**config.mk**
```make
export PLATFORM = sky130hd
export DESIGN_NAME = desf_top
export DESIGN_NICKNAME = d
export VERILOG_FILES = /design/src/desf_pkg.sv /design/src/desf_timer.sv /design/src/desf_top.sv
export SDC_FILE = /design/constraint.sdc
export NUM_CORES = 1
export LEC_CHECK = 0
export BUFFER_PORTS_ARGS = -buffer_cell sky130_fd_sc_hd__buf_2
export CORE_UTILIZATION = 55
export DETAILED_ROUTE_END_ITERATION = 7
export PLACE_DENSITY = 0.9
export SYNTH_ARGS = -nofsm -noshare
export SYNTH_HDL_FRONTEND = slang
export SYNTH_HIERARCHICAL = 1
export SYNTH_SLANG_ARGS = --single-unit
```
**constraint.sdc**
```tcl
create_clock -name ref_clk -period 4.89 [get_ports ref_clk]
set_clock_uncertainty 0.1 [all_clocks]
set_input_delay 0 -clock ref_clk [delete_from_list [all_inputs] [get_ports ref_clk]]
set_output_delay 0 -clock ref_clk [all_outputs]
set_load 0.01 [all_outputs]
```
**src/desf_pkg.sv**
```systemverilog
// Constants, field layout and carrier types of the DMA error status flags.
// Assumes a single 250 MHz clock domain for all users of the package.
package desf_pkg;

  // Clock period and timing figures.
  localparam int CLK_PERIOD_NS = 4;
  localparam int MTO_TIME_NS   = 10_000;
  localparam int NG_TIME_MS    = 10;
  localparam int MTO_CYCLES    = MTO_TIME_NS / CLK_PERIOD_NS;
  localparam int NG_CYCLES     = NG_TIME_MS * 1_000_000 / CLK_PERIOD_NS;
  localparam int TMR_W         = 22;

  // Flag bit positions inside the status word.
  localparam int BIT_HALT  = 15;
  localparam int BIT_PGNEG = 14;
  localparam int BIT_MTO   = 7;
  localparam int BIT_PAR   = 5;
  localparam int BIT_MEM   = 4;
  localparam int BIT_LOST  = 3;
  localparam int BIT_NOGNT = 2;
  localparam int BIT_NOMEM = 0;
  localparam int FLAG_W    = 16;
  localparam int DATA_W    = 32;
  localparam int BE_W      = 4;
  localparam int LANE_W    = 8;

  // Implemented flags and the flags that own a captured error address.
  localparam logic [FLAG_W-1:0] IMPL_MASK  = 16'hc0bd;
  localparam logic [FLAG_W-1:0] CAPT_MASK  = 16'h00b1;
  localparam logic [FLAG_W-1:0] FLAG_RESET = 16'h0000;
  localparam logic [DATA_W-FLAG_W-1:0] HIGH_ZERO = 16'h0000;
  localparam logic [DATA_W-1:0] DATA_RESET = 32'h0000_0000;

  // Kind of a processor cycle on the backplane bus.
  typedef enum logic [1:0] {
    DESF_DEMAND_RD,
    DESF_DEMAND_WR,
    DESF_IACK,
    DESF_PREFETCH
  } desf_kind_t;

  // One access request of the processor to the status register.
  typedef struct packed {
    logic              sel;
    logic              rd;
    logic              wr;
    logic              local_cpu;
    logic [BE_W-1:0]   be;
    logic [DATA_W-1:0] wdata;
  } desf_cpu_req_t;

endpackage : desf_pkg

```
**src/desf_timer.sv**
```systemverilog
// Watchdog counter that fires once when a started wait is not ended in time.
// Assumes start and stop are single-cycle pulses on the same clock.
`timescale 1ns/1ns
`default_nettype none
module desf_timer
  import desf_pkg::*;
#(
  parameter int LIMIT = 2500
)(
  input  wire logic ref_clk,
  input  wire logic rst_n,
  input  wire logic start,
  input  wire logic stop,
  output logic      expired
);

  localparam logic [TMR_W-1:0] LAST = TMR_W'(LIMIT - 1);
  localparam logic [TMR_W-1:0] ZERO = '0;

  logic             run_q;
  logic             run_d;
  logic [TMR_W-1:0] cnt_q;
  logic [TMR_W-1:0] cnt_d;

  // A new start restarts the wait; stop ends it before the limit.
  always_comb
  begin
    run_d   = run_q;
    cnt_d   = cnt_q;
    expired = 1'b0;
    if (start)
    begin
      run_d = 1'b1;
      cnt_d = ZERO;
    end
    else if (run_q && stop)
    begin
      run_d = 1'b0;
    end
    else if (run_q && cnt_q == LAST)
    begin
      run_d   = 1'b0;
      expired = 1'b1;
    end
    else if (run_q)
    begin
      cnt_d = cnt_q + TMR_W'(1);
    end
  end

  // Counter state registers.
  always_ff @(posedge ref_clk or negedge rst_n)
  begin
    if (!rst_n)
    begin
      run_q <= 1'b0;
      cnt_q <= ZERO;
    end
    else
    begin
      run_q <= run_d;
      cnt_q <= cnt_d;
    end
  end
endmodule : desf_timer
`default_nettype wire

```
**src/desf_top.sv**
```systemverilog
// Sticky error status flags of the backplane bus interface.
// Assumes bus cycle, grant and memory events come from logic on ref_clk;
// the halt and power-good lines are raw backplane pins.
`timescale 1ns/1ns
`default_nettype none
// Summary of operation
// - Unused bits 31:16, 13:8, 6 and 1 read as zero and software writes zero.
// - Bit 15 sets when the halt line is seen asserted while halt is enabled.
// - Bit 14 sets on power-good negation while the halt action is selected.
// - Bit 7 sets when a demand read or write gets no reply within 10 us.
// - Interrupt acknowledge and prefetch timeouts never set bit 7.
// - Bit 5 sets on a parity error answering a demand read only.
// - Bit 4 sets on a local memory read error for an outside master or miss.
// - A local memory read error seen by an outside master is reported back.
// - Bit 3 sets when an address-capturing error meets bit 7, 5, 4 or 0 set.
// - Bit 2 sets when a demand cycle gets no bus grant within 10 ms.
// - Bit 0 sets when a DMA transfer reaches nonexistent memory.
// - Writing one clears a flag and the I/O reset write clears all flags.
// - All flags clear at power-up and on power-good negation while halted.
// - Writing zero leaves a flag alone and flags only set on events.
// - Byte, word and longword accesses are taken from the local cpu only.
// - With halt enabled the halt line halts the cpu, otherwise it is inert.
module desf_top
  import desf_pkg::*;
#(
  parameter int NO_GRANT_CYCLES = NG_CYCLES
)(
  input  wire logic          ref_clk,
  input  wire logic          rst_n,
  input  wire desf_cpu_req_t cpu_req,
  output logic [DATA_W-1:0]  rd_data_q,
  output logic               cpu_ack_q,
  output logic               cpu_err_q,
  input  wire logic          backplane_halt_line,
  input  wire logic          backplane_power_good,
  input  wire logic          halt_line_enable,
  input  wire logic          pg_action_halt,
  input  wire logic          cpu_halted,
  input  wire logic          io_reset_write,
  input  wire logic          mst_start,
  input  wire desf_kind_t    mst_kind,
  input  wire logic          mst_reply,
  input  wire logic          mst_parity_err,
  input  wire logic          grant_req,
  input  wire desf_kind_t    grant_kind,
  input  wire logic          bus_grant,
  input  wire logic          mem_read_err,
  input  wire logic          mem_err_ext_master,
  input  wire logic          mem_err_lmgh,
  input  wire logic          dma_no_mem,
  output logic               cpu_halt_req_q,
  output logic               interprocessor_comm_reg_err_q
);

  logic halt_meta_q, halt_s_q, pg_meta_q, pg_s_q, pg_old_q;
  logic mst_demand_q, mst_dem_rd_q, gnt_demand_q;
  logic mst_demand_d, mst_dem_rd_d, gnt_demand_d;
  logic mto_exp, ng_exp, pg_neg, clr_all, access, wr_ok;
  logic [FLAG_W-1:0] flags_q, flags_d, set_vec, clr_vec, lane_mask;
  logic [DATA_W-1:0] rd_data_d;
  logic cpu_ack_d, cpu_err_d, halt_req_d, ipc_err_d;

  // Backplane pins pass two flops; only the second flop and the power-good edge flop are read further.
  always_ff @(posedge ref_clk or negedge rst_n)
  begin
    if (!rst_n)
    begin
      halt_meta_q <= 1'b0;
      halt_s_q    <= 1'b0;
      pg_meta_q   <= 1'b1;
      pg_s_q      <= 1'b1;
      pg_old_q    <= 1'b1;
    end
    else
    begin
      halt_meta_q <= backplane_halt_line;
      halt_s_q    <= halt_meta_q;
      pg_meta_q   <= backplane_power_good;
      pg_s_q      <= pg_meta_q;
      pg_old_q    <= pg_s_q;
    end
  end

  assign pg_neg = pg_old_q && !pg_s_q;

  // Watchdogs for the reply of a master cycle and for the bus grant.
  desf_timer #(.LIMIT(MTO_CYCLES)) u_reply_tmr (
    .ref_clk (ref_clk),
    .rst_n   (rst_n),
    .start   (mst_start),
    .stop    (mst_reply),
    .expired (mto_exp)
  );

  desf_timer #(.LIMIT(NO_GRANT_CYCLES)) u_grant_tmr (
    .ref_clk (ref_clk),
    .rst_n   (rst_n),
    .start   (grant_req),
    .stop    (bus_grant),
    .expired (ng_exp)
  );

  // The cycle kind is held so that the outcome is judged by its origin.
  always_comb
  begin
    mst_demand_d = mst_demand_q;
    mst_dem_rd_d = mst_dem_rd_q;
    gnt_demand_d = gnt_demand_q;
    if (mst_start)
    begin
      mst_demand_d = (mst_kind == DESF_DEMAND_RD) ||
                     (mst_kind == DESF_DEMAND_WR);
      mst_dem_rd_d = (mst_kind == DESF_DEMAND_RD);
    end
    if (grant_req)
    begin
      gnt_demand_d = (grant_kind == DESF_DEMAND_RD) ||
                     (grant_kind == DESF_DEMAND_WR);
    end
  end

  always_ff @(posedge ref_clk or negedge rst_n)
  begin
    if (!rst_n)
    begin
      mst_demand_q <= 1'b0;
      mst_dem_rd_q <= 1'b0;
      gnt_demand_q <= 1'b0;
    end
    else
    begin
      mst_demand_q <= mst_demand_d;
      mst_dem_rd_q <= mst_dem_rd_d;
      gnt_demand_q <= gnt_demand_d;
    end
  end

  // Register access: only the local cpu is served, any byte lane mix.
  assign access    = cpu_req.sel && (cpu_req.rd || cpu_req.wr);
  assign wr_ok     = access && cpu_req.wr && cpu_req.local_cpu;
  assign lane_mask = {{LANE_W{cpu_req.be[1]}}, {LANE_W{cpu_req.be[0]}}};
  assign clr_all   = io_reset_write || (pg_neg && cpu_halted);

  // Event vector; the lost bit looks at flags already holding an address.
  always_comb
  begin
    set_vec            = FLAG_RESET;
    set_vec[BIT_HALT]  = halt_s_q && halt_line_enable;
    set_vec[BIT_PGNEG] = pg_neg && pg_action_halt;
    set_vec[BIT_MTO]   = mto_exp && mst_demand_q;
    set_vec[BIT_PAR]   = mst_parity_err && mst_dem_rd_q;
    set_vec[BIT_MEM]   = mem_read_err &&
                         (mem_err_ext_master || mem_err_lmgh);
    set_vec[BIT_NOGNT] = ng_exp && gnt_demand_q;
    set_vec[BIT_NOMEM] = dma_no_mem;
    set_vec[BIT_LOST]  = ((set_vec & CAPT_MASK) != FLAG_RESET) &&
                         ((flags_q & CAPT_MASK) != FLAG_RESET);
  end

  // Write-one clear; zeros and unused positions leave the flags alone.
  always_comb
  begin
    clr_vec = FLAG_RESET;
    if (wr_ok)
    begin
      clr_vec = cpu_req.wdata[FLAG_W-1:0] & lane_mask & IMPL_MASK;
    end
    if (clr_all)
    begin
      flags_d = FLAG_RESET;
    end
    else
    begin
      // Set beats clear so an event arriving with its clear survives.
      flags_d = ((flags_q & ~clr_vec) | set_vec) & IMPL_MASK;
    end
  end

  // Read data, access answer, halt request and the outside master report.
  always_comb
  begin
    rd_data_d  = rd_data_q;
    cpu_ack_d  = access && cpu_req.local_cpu;
    cpu_err_d  = access && !cpu_req.local_cpu;
    halt_req_d = halt_s_q && halt_line_enable;
    ipc_err_d  = mem_read_err && mem_err_ext_master;
    if (access && cpu_req.rd && cpu_req.local_cpu)
    begin
      rd_data_d = {HIGH_ZERO, flags_q & IMPL_MASK};
    end
  end

  always_ff @(posedge ref_clk or negedge rst_n)
  begin
    if (!rst_n)
    begin
      flags_q                       <= FLAG_RESET;
      rd_data_q                     <= DATA_RESET;
      cpu_ack_q                     <= 1'b0;
      cpu_err_q                     <= 1'b0;
      cpu_halt_req_q                <= 1'b0;
      interprocessor_comm_reg_err_q <= 1'b0;
    end
    else
    begin
      flags_q                       <= flags_d;
      rd_data_q                     <= rd_data_d;
      cpu_ack_q                     <= cpu_ack_d;
      cpu_err_q                     <= cpu_err_d;
      cpu_halt_req_q                <= halt_req_d;
      interprocessor_comm_reg_err_q <= ipc_err_d;
    end
  end
endmodule : desf_top
`default_nettype wire

```
==> results by group, run 1 <==
CTS
  – Clk sinks: 74
  – CTS root buf: clkbuf_8
  – Post-CTS Resized: 0
  – CTS clk-pin slew, worst paths: 0.08 ns
  – Clk Latency, worst-skew pair: 0.35 ns
  – # H-tree levels: 3
  – Clk buf depth: 2
  – CTS buffer count: 9
  – CTS tree: built

Route
  – Via density: 5.85
  – Vias post-DR: 3,384
  – DRC: 0
  – Final wirelength: 9.64 mm
  – Avg WL per Cell: 16.7 um
  – Starting DRT DRC Count: 378
  – Antenna-violating nets left: 0
  – Pre-antenna DRT Iters: 7

Worst hold path
  – Worst hold path type: input pin to register

Yosys
  – Multiplexer area fraction after synthesis: 0.0287
  – Synthesized area per cell: 9.80 um^2
  – Synth Area in XOR/XNOR: 0.0468
  – Main combinational cell family by area after synthesis: simple AND/OR/NAND/NOR gates
  – Synth Warn #: 6
  – Sequential share of the synthesized area: 0.472
  – Synth Area in Adders: 0.00637
  – Synth Area in Compound Gates: 0.112
  – Post-synthesis simple-gate area fraction: 0.253
  – Synth Flop Type: dfrtp_1
  – EDFF count, synth: 0
  – Yosys reg bits: 74
  – Post-Syn Area: 0.00393 mm^2
  – Synth cell types: 56
  – Syn Inst Count: 401
  – Async set-reset flop share out of synthesis: 1.00

Floorplan
  – DIE AREA: 0.00749 mm^2
  – I/O pins: 97
  – Die width: 86.5 um
  – Core Area: 0.00683 mm^2
  – Die Ht: 86.5 um
  – Initial Utilization: 0.575
  – FP Rows: 30

STA
  – Final period utilization: 0.689
  – Final setup vio count: 0
  – Slew margin rel.: 0.222
  – Fmax: 0.297 GHz
  – Final Hold Violating Endpoints: 0
  – Max Slew Vio Count: 0
  – Min Tclk post-route: 3.37 ns
  – RSZ-0062 raised after global routing: no
  – Hold WS: 0.0163 ns
  – Setup TNS: 0 ns
  – Tightest Pin Transition: 1.14 ns

Final layout
  – Total Nets Final: 540
  – Area growth, synth to finish: 18.6%
  – Final Util: 0.682
  – Design Area, Final: 0.00466 mm^2
  – Commonest non-fill, non-tap cells in the layout: 71 x dfrtp_1, 45 x buf_2, 35 x dlygate4sd3_1, 29 x nor2_1, 28 x a21oi_1
  – Final non-filler cell total: 578
  – Share of layout cells above drive strength 1: 0.187
  – Most common cell after layout, fill and taps aside: dfrtp_1
  – # diodes: 0

Pwr
  – Combinational share of power: 0.102
  – Leakage power: 2.03 nW
  – Sw frac: 0.259
  – Switching power total: 0.000324 W
  – Pwr per Cell Area: 268 mW/mm^2
  – Cell Int Power: 0.000925 W
  – Clock network power share: 0.378
  – Sequential share of power: 0.520
  – VDD IR max: 0.222 mV

Placement
  – Input/output buffers: 45
  – Placed cell count: 527
  – Dpl hpwl: 5.45 mm
  – Cell area after placement: 0.00412 mm^2
  – GP Congestion: 0.867

Worst setup path
  – WS Path Type: register to register
  – WP data required: 5.08 ns
  – Cell Chain, Critical Path: nor4_1, nand4_1, a2111oi_0, nand2_1, a41o_1, a21oi_1, dlygate4sd3_1
  – Slowest CP cell: a2111oi_0
  – CP Capture Type: register
  – Crit path largest cell delay: 1.01 ns
  – Worst Path Arrival: 3.56 ns
  – Critical path fanouts, max: 8
  – Critical Path Source Type: register

Global route
  – Vias in the first global route: 3,252
  – Gr usage total: 0.273
  – First-pass GRT wire length: 15.6 mm
  – Largest net degree at the start of global routing: 75
  – Initial antenna violation count: 0
  – Congestion Overflow GR: 0

Run status
  – Status: completed

Run
  – Max Cap Viol: 0
state kept, by name, indices dropped and copies added, names as in the netlist, 8 cells and up:
signal and cells:
u_grant_tmr/cnt_q 22, u_reply_tmr/cnt_q 22, flags_q 8, rd_data_q 8
path summary, 6_finish.rpt:
| kind | from | to | slack (ns) | cells after the start |
|---|---|---|---|---|
| min reg2reg | pg_meta_q$_DFF_PN1_ | pg_s_q$_DFF_PN1_ | 0.26 | 0 |
| min in group asynchronous | rst_n | u_reply_tmr/cnt_q[21]$_DFFE_PN0P_ | 0.28 | 3 |
| max | u_reply_tmr/cnt_q[14]$_DFFE_PN0P_ | flags_q[3]$_DFF_PN0_ | 1.52 | 7 |
| max reg2reg | u_reply_tmr/cnt_q[14]$_DFFE_PN0P_ | flags_q[3]$_DFF_PN0_ | 1.52 | 7 |
| min | mst_start | u_reply_tmr/cnt_q[8]$_DFFE_PN0P_ | 0.02 | 2 |
| max in group asynchronous | rst_n | u_grant_tmr/cnt_q[19]$_DFFE_PN0P_ | 3.79 | 3 |
synthesized netlist by cell type (all sizes together), types with 2 or more instances:
library cell  instances  share of area
xnor2                14          0.031
o311ai                3         0.0067
a21oi                28          0.036
o31ai                10          0.019
or3                  10          0.016
nor4                 13          0.021
nand3                14          0.022
nand4                19          0.039
buf                  31          0.057
a2111oi               2         0.0045
inv                  16          0.015
nor3                  8          0.010
nand2                27          0.026
nor4b                 5          0.011
nor2                 29          0.028
ha                    2         0.0064
and4                  4          0.010
nand3b                3         0.0057
a31o                  2         0.0045
nor2b                 5         0.0080
o21ai                22          0.028
and2                  5         0.0086
clkbuf                8         0.0076
or4                  12          0.023
xor2                  7          0.016
dfrtp                71           0.45
mux2                 10          0.029
nand2b                3         0.0067
dfstp                 3          0.020
area by class of cell:
type	count	area, um^2
Clock inverter	7	70.1
Multi-Input combinational cell	295	1850
Sequential cell	74	1860
Inverter	16	60.1
Clock buffer	9	124
Tap cell	96	120
Timing Repair Buffer	81	583
Fill cell	456	2170
kinds of logic after synthesis:
group | after synthesis
buf+inv | 55
fa+ha+maj | 2
other cells | 1
compound gates | 73
flops | 74
mux | 10
xor+xnor | 21
simple gates | 165
layer usage:
metal  up-vias  part of all wire  GRT usage
met2       137              0.50      0.462
met3        41             0.059     0.0810
met1      1650              0.40      0.321
li1       1556                 -          -
met4         0             0.041      0.126
met5         -                 0          0
power by group through the flow:
stage / clock network [W] / logic [W] / registers (W)
floorplan: 0 / 0.0000648 / 0.000660
global placement: 0 / 0.0000966 / 0.000657
detailed placement: 0 / 0.000101 / 0.000659
CTS: 0.000473 / 0.000123 / 0.000647
global route: 0.000508 / 0.000140 / 0.000651
finish: 0.000472 / 0.000128 / 0.000649
worst max-delay path: cells and delay by family (launching register included):
kind                   cells  cell delay (ns)
AOI/OAI and AO/OA          3             1.44
and+or+nand+nor            3             0.75
DFF                        1             0.46
buffers and inverters      1             0.56
per-stage QoR:
stage | setup slack (ns) | total power [W]
2_1_floorplan | 2.75 | 0.000725
3_3_place_gp | 2.60 | 0.000754
3_5_place_dp | 2.57 | 0.000760
4_1_cts | 2.01 | 0.00124
5_1_grt | 1.28 | 0.00130
6_report | 1.52 | 0.00125
what timing repair did:
action                    CTS  global route
hold endpoints to repair   99             0
hold buffers               35             0
buffers inserted            0             0
Power figures use the tool's default switching activity.
==> run 2, diff against run 1 <==
- CORE_UTILIZATION: 55 -> 54
- PLACE_DENSITY: 0.9 -> 0.89
- clock period: 4.89 -> 3.1 ns (I/O delays scaled with it)
==> run 2 against run 1 <==
Effect of this change:
- maximum frequency rose by 16%
- sequential power rose by 57%
- combinational power rose by 52%
- die area up 1.8%
- largest cell class unchanged
==> results by group, run 2 (synthesis gave the netlist of run 1 again) <==
CTS
  – # H-tree levels: 3
  – CTS buffer count: 9
  – CTS root buf: clkbuf_8
  – Clk sinks: 74
  – CTS tree: built
  – Clk buf depth: 2
  – CTS clk-pin slew, worst paths: 0.09 ns
  – Clk Latency, worst-skew pair: 0.35 ns

Final layout
  – # diodes: 0
  – Final non-filler cell total: 573
  – # fillers: 481
  – Share of layout cells above drive strength 1: 0.189
  – Total Nets Final: 535
  – Reg area: 0.00186 mm^2
  – Most common cell after layout, fill and taps aside: dfrtp_1
  – Final Util: 0.671
  – Commonest non-fill, non-tap cells in the layout: 71 x dfrtp_1, 45 x buf_2, 30 x dlygate4sd3_1, 29 x nor2_1, 28 x a21oi_1
  – Multi-input combinational cell area: 0.00185 mm^2
  – Area growth, synth to finish: 17.9%
  – Largest regs: u_grant_tmr/cnt_q: 22 flops, u_reply_tmr/cnt_q: 22 flops

Pwr
  – Leakage power: 2.02 nW
  – VDD IR max: 0.259 mV
  – Pwr per Cell Area: 440 mW/mm^2

Worst setup path
  – Cell family with the largest share of critical-path delay: simple AND/OR/NAND/NOR gates
  – Cell Chain, Critical Path: or4b_1, or3_1, a2111oi_1, nand2_1, a21oi_1, dlygate4sd3_1
  – Crit path largest cell delay: 0.57 ns
  – Crit Reg-Reg Startpoint: u_grant_tmr/cnt_q[15]$_DFFE_PN0P_
  – Slowest CP cell: dlygate4sd3_1
  – CP Launch Point: u_grant_tmr/cnt_q[15]$_DFFE_PN0P_
  – CP Capture Type: register
  – Critical Path Source Type: register
  – WS Path Type: register to register
  – Worst Path Arrival: 3.09 ns
  – WP data required: 3.28 ns
  – Buf+Inv Stages, Crit Path: 1
  – Critical path fanouts, max: 5

Route
  – Antenna-violating nets left: 0
  – DRC: 0
  – Starting DRT DRC Count: 283
  – Avg WL per Cell: 15.9 um
  – Pre-antenna DRT Iters: 5
  – Via density: 5.92
  – Final wirelength: 9.10 mm
  – Vias post-DR: 3,390

STA
  – Slew margin rel.: 0.386
  – Final setup vio count: 0
  – Tightest Pin Transition: 0.920 ns
  – RSZ-0062 raised after global routing: no
  – Final period utilization: 0.940
  – Setup TNS: 0 ns
  – Min Tclk post-route: 2.91 ns
  – Max Slew Vio Count: 0
  – Fmax: 0.343 GHz
  – Final Hold Violating Endpoints: 0

Worst hold path
  – HP Start: cpu_req[38]
  – Worst hold path type: input pin to register

Global route
  – Gr usage total: 0.258
  – Congestion Overflow GR: 0
  – Largest net degree at the start of global routing: 75
  – Vias in the first global route: 3,320
  – First-pass GRT wire length: 15.0 mm
  – Initial antenna violation count: 0

Run status
  – Status: completed

Placement
  – Dpl hpwl: 5.55 mm
  – GP Congestion: 0.841
  – Input/output buffers: 45
  – Placed cell count: 527

Floorplan
  – Die Ht: 87.3 um
  – FP Rows: 30
  – Initial Utilization: 0.569
  – Core Area: 0.00691 mm^2
  – Die width: 87.3 um
  – DIE AREA: 0.00762 mm^2
  – I/O pins: 97

Run
  – Max Cap Viol: 0
[run 2: changes by cell type in the layout (fill, tap and decap cells not counted), sizes merged]
cell	change
dlygate4sd3	-5
clkinvlp	-1
inv	+1
clkinv	-1
bufinv	+1
[run 2: cell type report]
class	instances	area share
multi-input cells	295	0.399
flip-flops and latches	74	0.400
repair buffers	76	0.115
clock buffers	9	0.0267
well taps	96	0.0259
clock inverters	7	0.0200
inverters	16	0.0130
[run 2: what timing repair did]
action,CTS,global route
hold buffers,30,0
setup buffers,0,0
resized for setup,0,1
hold endpoints to repair,93,0
setup endpoints to repair,0,1
[run 2: power breakdown]
part	switching, W	leakage, nW	total [W]	internal, W
registers	0.0000240	0.991	0.00102	0.000999
clock network	0.000368	0.113	0.000821	0.000453
logic	0.000109	0.916	0.000194	0.0000853
total	0.000501	2.02	0.00204	0.00154
[run 2: final timing paths]
kind / endpoint / slack (ns) / cells after the start
hold / removal: rd_data_q[0]$_DFFE_PN0P_ / 0.01 / 3
min in group asynchronous: rd_data_q[3]$_DFFE_PN0P_ / 0.28 / 3
max in group asynchronous: u_reply_tmr/cnt_q[8]$_DFFE_PN0P_ / 2.00 / 3
setup reg to reg: flags_q[2]$_DFF_PN0_ / 0.19 / 6
hold reg to reg: pg_s_q$_DFF_PN1_ / 0.26 / 0
setup / recovery: flags_q[2]$_DFF_PN0_ / 0.19 / 6
[run 2: metrics by stage]
step                      total power (W)  hold slack, ns  worst slack [ns]  cell area, um^2
after floorplan                   0.00114          -0.396             0.958             4020
after global placement            0.00119         0.00673             0.853             4120
after detailed placement          0.00120         0.00690             0.724             4120
after CTS                         0.00204         0.00461             0.175             4630
after global routing              0.00212         0.00212            0.0783             4630
final                             0.00204          0.0103             0.186             4630
[run 2: worst reg2reg max path: stages (launching register included)]
cell	delay (ns)
dfrtp_1	0.43
or4b_1	0.53
or3_1	0.39
a2111oi_1	0.54
nand2_1	0.13
a21oi_1	0.16
dlygate4sd3_1	0.57
[run 2: layer usage]
layer	GRT usage	vias up	routed length, um
li1	-	1549	-
met5	0	-	0
met4	0.136	0	368
met1	0.288	1644	3550
met3	0.0749	43	580
met2	0.443	154	4600
